$ cat src/include/csed_pkg.sv
// Purpose: shared constants for the charge state end detector
// Assumes: 40 MHz reference clock, millivolt and milliamp units
// Notes: every named constant the block uses lives here
package csed_pkg;
  // data path widths
  localparam int DATA_W = 32;
  localparam int OCV_ENTRIES = 101;
  localparam int OCV_IDX_W = 7;
  // percentage end points and hold values
  localparam logic signed [31:0] PCT_EMPTY = 32'sh0000_0000;
  localparam logic signed [31:0] PCT_LOW_HOLD = 32'sh0000_0001;
  localparam logic signed [31:0] PCT_HIGH_HOLD = 32'sh0000_0063;
  localparam logic signed [31:0] PCT_FULL = 32'sh0000_0064;
  // technique selector encoding
  localparam logic SEL_ACCUM = 1'b0;
  localparam logic SEL_ADAPT = 1'b1;
  // timing: qualification period counts microseconds
  localparam int CLK_PERIOD_PS = 25000;
  localparam int US_PS = 1000000;
  localparam int CYC_PER_US = US_PS / CLK_PERIOD_PS;
  localparam int PRE_W = 6;
  localparam logic [PRE_W-1:0] PRE_LAST = PRE_W'(CYC_PER_US - 1);
  // reset values
  localparam logic [31:0] ZERO_32 = 32'h0000_0000;
  // full qualification states, gray coded along the usual path
  typedef enum logic [1:0] {
    QS_IDLE = 2'b00,
    QS_QUAL = 2'b01,
    QS_FULL = 2'b11
  } csed_qual_t;
endpackage : csed_pkg

$ cat src/verilog/csed_top.sv
// Purpose: charge percentage end conditions, technique routing, OCV table
// Assumes: measurement inputs are synchronous; charge current is negative
// Notes: configuration arrives as plain ports, outputs come from flops
//
// Summary of operation
// - estimation runs only while enable is one
// - selector zero accumulated, one adaptive result
// - selected percentage and depth presented read-only
// - min-cell empty threshold, zero disables it
// - avg-cell empty threshold, zero disables it
// - unmet empty condition holds one percent
// - max-cell full threshold, zero disables it
// - avg-cell full threshold, zero disables it
// - full evaluated only while current is negative
// - full limit is signed negative, default huge
// - hold current positive, negated as upper bound
// - qualification period in microseconds, zero immediate
// - hundred percent needs voltage and current window
// - current stays in window whole period
// - unmet full condition holds ninety-nine percent
// - 101-entry OCV table, index zero empty
// - nominal capacity kept as reference
// - nominal cycle life, zero excludes cycles
`timescale 1ns/10ps
module csed_top (
  input wire logic ref_clk_in,
  input wire logic reset_in,
  input wire logic clk_en_in,
  input wire logic charge_estimation_on_in,
  input wire logic charge_technique_select_in,
  input wire logic [csed_pkg::DATA_W-1:0] nominal_capacity_cfg_in,
  input wire logic [csed_pkg::DATA_W-1:0] nominal_cycle_life_cfg_in,
  input wire logic [csed_pkg::DATA_W-1:0] empty_min_cell_voltage_in,
  input wire logic [csed_pkg::DATA_W-1:0] empty_avg_cell_voltage_in,
  input wire logic [csed_pkg::DATA_W-1:0] full_max_cell_voltage_in,
  input wire logic [csed_pkg::DATA_W-1:0] full_avg_cell_voltage_in,
  input wire logic signed [csed_pkg::DATA_W-1:0] full_current_limit_in,
  input wire logic [csed_pkg::DATA_W-1:0] taper_current_bound_in,
  input wire logic [csed_pkg::DATA_W-1:0] full_qualify_period_in,
  input wire logic [csed_pkg::DATA_W-1:0] min_cell_mv_in,
  input wire logic [csed_pkg::DATA_W-1:0] max_cell_mv_in,
  input wire logic [csed_pkg::DATA_W-1:0] avg_cell_mv_in,
  input wire logic signed [csed_pkg::DATA_W-1:0] stack_current_ma_in,
  input wire logic signed [csed_pkg::DATA_W-1:0] accum_pct_in,
  input wire logic [csed_pkg::DATA_W-1:0] accum_dod_in,
  input wire logic signed [csed_pkg::DATA_W-1:0] adapt_pct_in,
  input wire logic [csed_pkg::DATA_W-1:0] adapt_dod_in,
  input wire logic ocv_wr_en_in,
  input wire logic [csed_pkg::OCV_IDX_W-1:0] ocv_wr_idx_in,
  input wire logic [csed_pkg::DATA_W-1:0] ocv_wr_mv_in,
  input wire logic [csed_pkg::OCV_IDX_W-1:0] ocv_rd_idx_in,
  output logic [csed_pkg::DATA_W-1:0] ocv_rd_mv_out,
  output logic signed [csed_pkg::DATA_W-1:0] charge_percentage_out,
  output logic [csed_pkg::DATA_W-1:0] discharge_depth_out,
  output logic full_reached_out,
  output logic empty_reached_out,
  output logic [csed_pkg::DATA_W-1:0] nominal_capacity_out,
  output logic cycle_count_used_out
);
  import csed_pkg::*;

  ////////////////////////////////////////////////////////////////////////////
  // end condition detection

  logic empty_min_hit;
  logic empty_avg_hit;
  logic empty_now;
  logic full_volt;
  logic in_window;
  logic signed [DATA_W-1:0] taper_neg;

  assign empty_min_hit = (empty_min_cell_voltage_in != ZERO_32) &&
                         (min_cell_mv_in <= empty_min_cell_voltage_in);
  assign empty_avg_hit = (empty_avg_cell_voltage_in != ZERO_32) &&
                         (avg_cell_mv_in <= empty_avg_cell_voltage_in);
  assign empty_now = empty_min_hit || empty_avg_hit;

  // max-cell full criterion; avg-cell criterion alongside
  assign full_volt = ((full_max_cell_voltage_in != ZERO_32) &&
                      (max_cell_mv_in >= full_max_cell_voltage_in)) ||
                     ((full_avg_cell_voltage_in != ZERO_32) &&
                      (avg_cell_mv_in >= full_avg_cell_voltage_in));

  // hold current negated as window top
  assign taper_neg = -$signed(taper_current_bound_in);
  // only charging current counts; limit is window bottom
  assign in_window = (stack_current_ma_in < 0) &&
                     (stack_current_ma_in >= full_current_limit_in) &&
                     (stack_current_ma_in <= taper_neg);

  ////////////////////////////////////////////////////////////////////////////
  // full qualification timer

  csed_qual_t qs_q;
  csed_qual_t qs_d;
  logic [PRE_W-1:0] pre_q;
  logic [DATA_W-1:0] us_q;
  logic qual_ok;

  // zero period qualifies at once, else counted microseconds
  assign qual_ok = (full_qualify_period_in == ZERO_32) ||
                   (us_q >= full_qualify_period_in);

  // next state; leaving the window drops straight back to idle
  always_comb begin
    qs_d = qs_q;
    case (qs_q)
      QS_IDLE: begin
        if (full_volt && in_window) begin
          qs_d = (full_qualify_period_in == ZERO_32) ? QS_FULL : QS_QUAL;
        end
      end
      QS_QUAL: begin
        // restart on window or voltage loss
        if (!(full_volt && in_window)) begin
          qs_d = QS_IDLE;
        end else if (qual_ok) begin
          qs_d = QS_FULL;
        end
      end
      QS_FULL: begin
        if (!(full_volt && in_window)) begin
          qs_d = QS_IDLE;
        end
      end
      default: begin
        qs_d = QS_IDLE;
      end
    endcase
  end

  // state register; disabled estimation keeps the timer parked
  always_ff @(posedge ref_clk_in) begin
    if (reset_in) begin
      qs_q <= QS_IDLE;
    end else if (clk_en_in) begin
      qs_q <= charge_estimation_on_in ? qs_d : QS_IDLE;
    end
  end

  // microsecond count while continuously in window
  always_ff @(posedge ref_clk_in) begin
    if (reset_in) begin
      pre_q <= '0;
      us_q <= ZERO_32;
    end else if (clk_en_in) begin
      if (qs_q != QS_QUAL || qs_d != QS_QUAL) begin
        pre_q <= '0;
        us_q <= ZERO_32;
      end else if (pre_q == PRE_LAST) begin
        pre_q <= '0;
        // saturate so a long hold never wraps back under the period
        if (us_q != '1) begin
          us_q <= us_q + 32'h0000_0001;
        end
      end else begin
        pre_q <= pre_q + PRE_W'(1);
      end
    end
  end

  ////////////////////////////////////////////////////////////////////////////
  // technique routing and percentage limiting

  logic signed [DATA_W-1:0] raw_pct;
  logic [DATA_W-1:0] raw_dod;
  logic signed [DATA_W-1:0] pct_d;

  assign raw_pct = (charge_technique_select_in == SEL_ADAPT) ?
                   adapt_pct_in : accum_pct_in;
  assign raw_dod = (charge_technique_select_in == SEL_ADAPT) ?
                   adapt_dod_in : accum_dod_in;

  // end points are only reachable through the detected conditions
  always_comb begin
    pct_d = raw_pct;
    if (qs_d == QS_FULL) begin
      // full needs voltage plus qualified current
      pct_d = PCT_FULL;
    end else if (empty_now) begin
      pct_d = PCT_EMPTY;
    end else if (raw_pct >= PCT_FULL) begin
      pct_d = PCT_HIGH_HOLD;
    end else if (raw_pct <= PCT_EMPTY) begin
      pct_d = PCT_LOW_HOLD;
    end
  end

  // outputs refresh only while estimation enabled
  always_ff @(posedge ref_clk_in) begin
    if (reset_in) begin
      charge_percentage_out <= PCT_EMPTY;
      discharge_depth_out <= ZERO_32;
      full_reached_out <= 1'b0;
      empty_reached_out <= 1'b0;
    end else if (clk_en_in && charge_estimation_on_in) begin
      charge_percentage_out <= pct_d;
      discharge_depth_out <= raw_dod;
      full_reached_out <= (qs_d == QS_FULL);
      empty_reached_out <= empty_now && (qs_d != QS_FULL);
    end
  end

  ////////////////////////////////////////////////////////////////////////////
  // capacity and cycle life references

  // capacity reference; cycle life zero excludes
  always_ff @(posedge ref_clk_in) begin
    if (reset_in) begin
      nominal_capacity_out <= ZERO_32;
      cycle_count_used_out <= 1'b0;
    end else if (clk_en_in) begin
      nominal_capacity_out <= nominal_capacity_cfg_in;
      cycle_count_used_out <= (nominal_cycle_life_cfg_in != ZERO_32);
    end
  end

  ////////////////////////////////////////////////////////////////////////////
  // open circuit voltage table

  logic [DATA_W-1:0] ocv_mem [OCV_ENTRIES];

  // one entry per percent; out-of-range writes dropped
  always_ff @(posedge ref_clk_in) begin
    if (clk_en_in && ocv_wr_en_in &&
        (ocv_wr_idx_in < OCV_IDX_W'(OCV_ENTRIES))) begin
      ocv_mem[ocv_wr_idx_in] <= ocv_wr_mv_in;
    end
  end

  // registered read; indices past the table read zero
  always_ff @(posedge ref_clk_in) begin
    if (reset_in) begin
      ocv_rd_mv_out <= ZERO_32;
    end else if (clk_en_in) begin
      if (ocv_rd_idx_in < OCV_IDX_W'(OCV_ENTRIES)) begin
        ocv_rd_mv_out <= ocv_mem[ocv_rd_idx_in];
      end else begin
        ocv_rd_mv_out <= ZERO_32;
      end
    end
  end

  ////////////////////////////////////////////////////////////////////////////
  // checks

  a_disabled_freeze: assert property (
    @(posedge ref_clk_in) disable iff (reset_in)
    !charge_estimation_on_in |=> $stable(charge_percentage_out))
    else $error("percentage moved while estimation disabled");

  a_dod_routing: assert property (
    @(posedge ref_clk_in) disable iff (reset_in)
    (clk_en_in && charge_estimation_on_in) |=>
      discharge_depth_out == ($past(charge_technique_select_in) ?
                              $past(adapt_dod_in) : $past(accum_dod_in)))
    else $error("depth of discharge not from selected technique");

  a_empty_gives_zero: assert property (
    @(posedge ref_clk_in) disable iff (reset_in)
    (clk_en_in && charge_estimation_on_in && empty_min_hit &&
     qs_d != QS_FULL) |=> charge_percentage_out == PCT_EMPTY)
    else $error("empty criterion did not give zero percent");

  a_low_hold_one: assert property (
    @(posedge ref_clk_in) disable iff (reset_in)
    (clk_en_in && charge_estimation_on_in && !empty_now &&
     qs_d != QS_FULL && raw_pct <= PCT_EMPTY) |=>
      charge_percentage_out == PCT_LOW_HOLD)
    else $error("bottom not held at one percent");

  a_full_needs_charge: assert property (
    @(posedge ref_clk_in) disable iff (reset_in)
    (clk_en_in && charge_estimation_on_in) ##1 full_reached_out |->
      $past(stack_current_ma_in) < 0)
    else $error("full declared without charging current");

  a_zero_period_fast: assert property (
    @(posedge ref_clk_in) disable iff (reset_in)
    (clk_en_in && charge_estimation_on_in && qs_q == QS_IDLE &&
     full_volt && in_window && full_qualify_period_in == ZERO_32) |=>
      qs_q == QS_FULL)
    else $error("zero period did not qualify at once");

  a_full_gives_hundred: assert property (
    @(posedge ref_clk_in) disable iff (reset_in)
    full_reached_out |-> charge_percentage_out == PCT_FULL)
    else $error("full flag without hundred percent");

  a_qual_waits_period: assert property (
    @(posedge ref_clk_in) disable iff (reset_in)
    (qs_q == QS_QUAL && qs_d == QS_FULL) |->
      us_q >= full_qualify_period_in)
    else $error("full reached before period elapsed");

  a_high_hold: assert property (
    @(posedge ref_clk_in) disable iff (reset_in)
    (clk_en_in && charge_estimation_on_in && !empty_now &&
     qs_d != QS_FULL && raw_pct >= PCT_FULL) |=>
      charge_percentage_out == PCT_HIGH_HOLD)
    else $error("top not held at ninety-nine percent");

  a_timer_restart: assert property (
    @(posedge ref_clk_in) disable iff (reset_in)
    (clk_en_in && !(full_volt && in_window)) |=> us_q == ZERO_32)
    else $error("qualification timer not restarted");

  a_pct_range: assert property (
    @(posedge ref_clk_in) disable iff (reset_in)
    charge_percentage_out >= PCT_EMPTY && charge_percentage_out <= PCT_FULL)
    else $error("percentage outside zero to hundred");

  // in-range results pass through untouched from the chosen technique
  a_pct_routing: assert property (
    @(posedge ref_clk_in) disable iff (reset_in)
    (clk_en_in && charge_estimation_on_in && qs_d != QS_FULL && !empty_now &&
     raw_pct > PCT_EMPTY && raw_pct < PCT_FULL) |=>
      charge_percentage_out == $past(raw_pct))
    else $error("percentage not from selected technique");

  a_depth_frozen: assert property (
    @(posedge ref_clk_in) disable iff (reset_in)
    !clk_en_in |=> $stable(discharge_depth_out))
    else $error("depth moved while clock enable low");

  a_avg_empty_flag: assert property (
    @(posedge ref_clk_in) disable iff (reset_in)
    (clk_en_in && charge_estimation_on_in && empty_avg_hit &&
     qs_d != QS_FULL) |=> empty_reached_out)
    else $error("average empty criterion not flagged");

  a_max_full_volt: assert property (
    @(posedge ref_clk_in) disable iff (reset_in)
    (clk_en_in && charge_estimation_on_in && qs_q == QS_IDLE &&
     full_max_cell_voltage_in != ZERO_32 &&
     max_cell_mv_in >= full_max_cell_voltage_in && in_window &&
     full_qualify_period_in == ZERO_32) |=> full_reached_out)
    else $error("max-cell full criterion ignored");

  a_avg_full_volt: assert property (
    @(posedge ref_clk_in) disable iff (reset_in)
    (clk_en_in && charge_estimation_on_in && qs_q == QS_IDLE &&
     full_avg_cell_voltage_in != ZERO_32 &&
     avg_cell_mv_in >= full_avg_cell_voltage_in && in_window &&
     full_qualify_period_in == ZERO_32) |=> full_reached_out)
    else $error("avg-cell full criterion ignored");

  // a fresh full flag must come from a current inside the window
  a_window_bottom: assert property (
    @(posedge ref_clk_in) disable iff (reset_in)
    (clk_en_in && charge_estimation_on_in) ##1 full_reached_out |->
      $past(stack_current_ma_in) >= $past(full_current_limit_in))
    else $error("full declared below current limit");

  a_window_top: assert property (
    @(posedge ref_clk_in) disable iff (reset_in)
    (clk_en_in && charge_estimation_on_in) ##1 full_reached_out |->
      $past(stack_current_ma_in) <= $past(taper_neg))
    else $error("full declared above negated hold current");

  a_disabled_parks: assert property (
    @(posedge ref_clk_in) disable iff (reset_in)
    (clk_en_in && !charge_estimation_on_in) |=> qs_q == QS_IDLE)
    else $error("timer not parked while estimation disabled");

  a_capacity_copy: assert property (
    @(posedge ref_clk_in) disable iff (reset_in)
    clk_en_in |=> nominal_capacity_out == $past(nominal_capacity_cfg_in))
    else $error("capacity reference not kept");

  a_cycle_use: assert property (
    @(posedge ref_clk_in) disable iff (reset_in)
    clk_en_in |=> cycle_count_used_out ==
      ($past(nominal_cycle_life_cfg_in) != ZERO_32))
    else $error("cycle life use flag wrong");

endmodule : csed_top

$ cat config.mk
export PLATFORM = sky130hd
export DESIGN_NAME = csed_top
export DESIGN_NICKNAME = d
export VERILOG_FILES = /design/src/include/csed_pkg.sv /design/src/verilog/csed_top.sv
export SDC_FILE = /design/constraint.sdc
export NUM_CORES = 2
export LEC_CHECK = 0
export BUFFER_PORTS_ARGS = -buffer_cell sky130_fd_sc_hd__buf_2
export CAP_MARGIN = 5
export CORE_AREA = 2 2 717 719
export DETAILED_ROUTE_END_ITERATION = 8
export DIE_AREA = 0 0 719 721
export PLACE_DENSITY = 0.52
export SLEW_MARGIN = 20
export SYNTH_ARGS = -nofsm -noshare
export SYNTH_HDL_FRONTEND = slang
export SYNTH_SLANG_ARGS = --single-unit
$ cat constraint.sdc
create_clock -name ref_clk_in -period 6.8 [get_ports ref_clk_in]
set_input_delay 0.34 -clock ref_clk_in [delete_from_list [all_inputs] [get_ports ref_clk_in]]
set_output_delay 0.34 -clock ref_clk_in [all_outputs]
set_load 0.02 [all_outputs]
==> flow_summary.json <==
{
  "p_sw_mw": 10.51,
  "start_kind": "input port",
  "setup_tns_ns": 0,
  "cts_setup_buffers": 0,
  "ys_types": 79,
  "firstDrtPassIters": 6,
  "critPathArrivalTime_ns": 5.89,
  "core_area_sq_um": 511000,
  "dieWidth_microns": 719,
  "slew-limit-headroom_pct": 19.04,
  "grt_pass1_vias": 76840,
  "io_pins": 727,
  "die_h_microns": 721,
  "avgSynthCellArea_sq_um": 18.70,
  "tightest_slew_ns": 1.207,
  "stdcell_count": 15560,
  "port_buffers": 726,
  "place_ws_ns": 0.6755,
  "num_vias": 76400,
  "clock.fmax_mhz": 197.9,
  "root_buffer": "clkbuf_16",
  "combPwrFrac_pct": 6.9,
  "drv_cap": 0,
  "dieArea_sq_um": 518400,
  "track_usage_pct": 17.04,
  "cts_tree": "yes",
  "min_period_over_period_pct": 74.30,
  "clock_sinks": 3403,
  "critPathTopFamily": "simple AND/OR/NAND/NOR gates",
  "h-tree-depth": 5,
  "cts_resized": 0,
  "crit_path_end_kind": "register",
  "postSynth.asyncResetShare_pct": 0,
  "antenna_found_initial": 107,
  "fill_cells": 49050,
  "clock_power_share_pct": 42.3,
  "avgViaCountPerCell": 4.911,
  "slowest_delay_ns": 0.69,
  "cts.clk_slew.worst_paths_ns": 0.07,
  "grt_setup_unrepaired": "false",
  "synth_edf_count": 3232,
  "cts_hold_buf": 144,
  "rrSetupSlack_ns": 3.71,
  "routedWlPerCell_microns": 29.36,
  "min_period_ns": 5.053,
  "dp.cells": 14700,
  "ant_nets": 0,
  "p_int_mw": 34.87,
  "final_common_cell": "edfxtp_1",
  "place.gp.congestion": 0.9392,
  "status": "complete, no violations",
  "final_cell_mix": "edfxtp_1 (3232), buf_2 (686), mux4_2 (640), mux2i_1 (519), clkbuf_16 (368)",
  "fin_worst_skew_ns": 0.1211,
  "grt_max_degree": 100,
  "clk_latency_ns": 1.02,
  "ys_warn_count": 0,
  "critPathBufInv": 3,
  "p_seq_share_pct": 50.8,
  "drc_errors": 0,
  "syn-num-nets": 8167,
  "synth-seq-cells": 3403,
  "yosysSeqAreaShare_pct": 73.14,
  "critPathSlowestCell": "or4_1",
  "setup.worst_path.class": "in2reg",
  "grt_pass1_wl_mm": 626.5,
  "drt_wl_total_mm": 456.7,
  "syn_area_sq_um": 137400,
  "setup_viol": 0,
  "drt_iter0_drc": 8211,
  "area_growth_pct": 19.61,
  "num_rows": 263,
  "timing_hold_violations_final": 0,
  "p_per_area_nw_per_um2": 276.2,
  "layout.nets": 9280,
  "dpl.hpwl_mm": 295.0,
  "gr-total-overflow": 0,
  "cts_buffer_depth": 4,
  "finalMaxSlewViolations": 0,
  "drive_above_1_share_pct": 27.00,
  "cts_buffers": 365,
  "crit_fanout": 36,
  "path_cells": "buf_2 -> nor4_1 -> nand2_1 -> buf_4 -> or4_1 -> or3_1 -> nor3_1 -> xor2_1 -> ha_1 -> nand4_2 -> nor4_4 -> o311ai_0 -> a21oi_1 -> or3_4 -> nor3_4 -> buf_12 -> or4_1 -> a21oi_1",
  "worst-endpoint-required_ns": 7.64,
  "synth_cells": 7344,
  "initial_core_util_pct": 26.88,
  "ir_worst_vdd_mv": 0.2148,
  "finalPower_mw": 45.38,
  "finalWorstSetupSlack_ns": 1.747,
  "min_path_type": "in2reg",
  "synth_flop_cell": "edfxtp_1",
  "p_sw_share_pct": 23.16,
  "p_leak_nw": 54.50
}
## cell type report
type | count | area [sq um] | share of cell area [%]
flip-flops and latches | 3403 | 100500 | 61.15
multi-input cells | 3354 | 35420 | 21.56
clock buffers | 463 | 9656 | 5.877
well taps | 6757 | 8454 | 5.146
repair buffers | 1125 | 7606 | 4.629
clock inverters | 194 | 1774 | 1.080
inverters | 208 | 780.7 | 0.4752
diodes | 53 | 132.6 | 0.08072
## cells in the mapped netlist, types with 19 or more instances
library cell	n	area share, %
edfxtp_1	3232	71
mux4_2	640	10
mux2i_1	519	3.8
a21oi_1	321	1.2
nor2_1	275	0.75
nand2_1	230	0.63
ha_1	227	2.1
inv_1	208	0.57
clkbuf_1	196	0.54
o221ai_1	193	1.2
dfxtp_1	171	2.5
o21ai_0	148	0.54
a211oi_1	110	0.60
buf_2	100	0.36
mux2_2	97	0.80
buf_1	77	0.21
nor4_1	71	0.32
o22ai_1	66	0.30
nand4_1	48	0.22
nand3_1	45	0.16
nor3_1	35	0.13
o32ai_1	32	0.20
xor2_1	31	0.20
and2_1	29	0.13
or4_1	23	0.13
a21o_1	20	0.11
o31ai_1	19	0.10
## per-stage QoR
| stage | hold slack [ns] | util (%) | instance area, sq um |
|---|---|---|---|
| 3_3_place_gp | 0.4379 | 29.56 | 151100 |
| 4_1_cts | 0.01077 | 32.12 | 164100 |
| 3_5_place_dp | 0.4385 | 29.60 | 151300 |
| 2_1_floorplan | 0.4389 | - | 137400 |
| 6_report | 0.01704 | 32.15 | 164300 |
| 5_1_grt | 0.07747 | 32.14 | 164300 |
## path summary, 6_finish.rpt
path | from | end | depth (start not counted)
hold / removal | adapt_dod_in[27] | discharge_depth_out[27]$_SDFFE_PP0P_ | 3
setup reg to reg | ocv_mem[85][9]$_DFFE_PP_ | ocv_rd_mv_out[9]$_SDFFE_PP0P_ | 8
setup / recovery | taper_current_bound_in[2] | us_q[14]$_SDFFE_PP0P_ | 18
hold reg to reg | charge_percentage_out[24]$_SDFFE_PP0P_ | charge_percentage_out[24]$_SDFFE_PP0P_ | 1
## cells by family (layout without fill, tap and decap cells)
group                    after synthesis  after routing  share of synthesized area (%)
AND/OR/NAND/NOR                      837            837                          2.955
adder cells (fa/ha/maj)              227            227                          2.068
XOR/XNOR                              40             40                         0.2550
AO/OA/AOI/OAI                        994            994                          4.790
multiplexers                        1256           1256                          15.07
other                                  0             53                              0
buffers and inverters                587           1990                          1.720
flip-flops                          3403           3403                          73.14
## power by group through the flow
stage | clock network, mW | logic, mW | registers, mW
after floorplan | 0 | 1.41 | 23.5
after global placement | 0 | 3.04 | 23.5
after detailed placement | 0 | 3.09 | 23.5
after CTS | 19.6 | 3.17 | 23.1
after global routing | 20.4 | 3.32 | 23.1
final | 19.2 | 3.12 | 23.1
## registers in the layout, summed over array words and instances, names as in the netlist
signal	cells
full_reached_out	1
pre_q	6
ocv_mem	3232
us_q	32
empty_reached_out	1
cycle_count_used_out	1
qs_q	2
nominal_capacity_out	32
ocv_rd_mv_out	32
charge_percentage_out	32
discharge_depth_out	32
## worst reg2reg max path, stage by stage (launching register included)
cell and delay, ns:
edfxtp_1 0.33, mux2i_1 0.06, o21ai_0 0.65, o22ai_1 0.18, a211oi_1 0.96, a211oi_1 0.34
a21oi_1 0.27, a21oi_1 0.09, o21ai_0 0.17
## metal layers
metal | GRT usage, % | vias up | part of all wire, %
li1 | - | 32470 | -
met1 | 22.04 | 40300 | 41
met3 | 2.799 | 620 | 6.5
met5 | 0 | - | 0.065
met4 | 5.776 | 42 | 3.8
met2 | 29.02 | 2975 | 49
(Power assumes the default switching activity.)
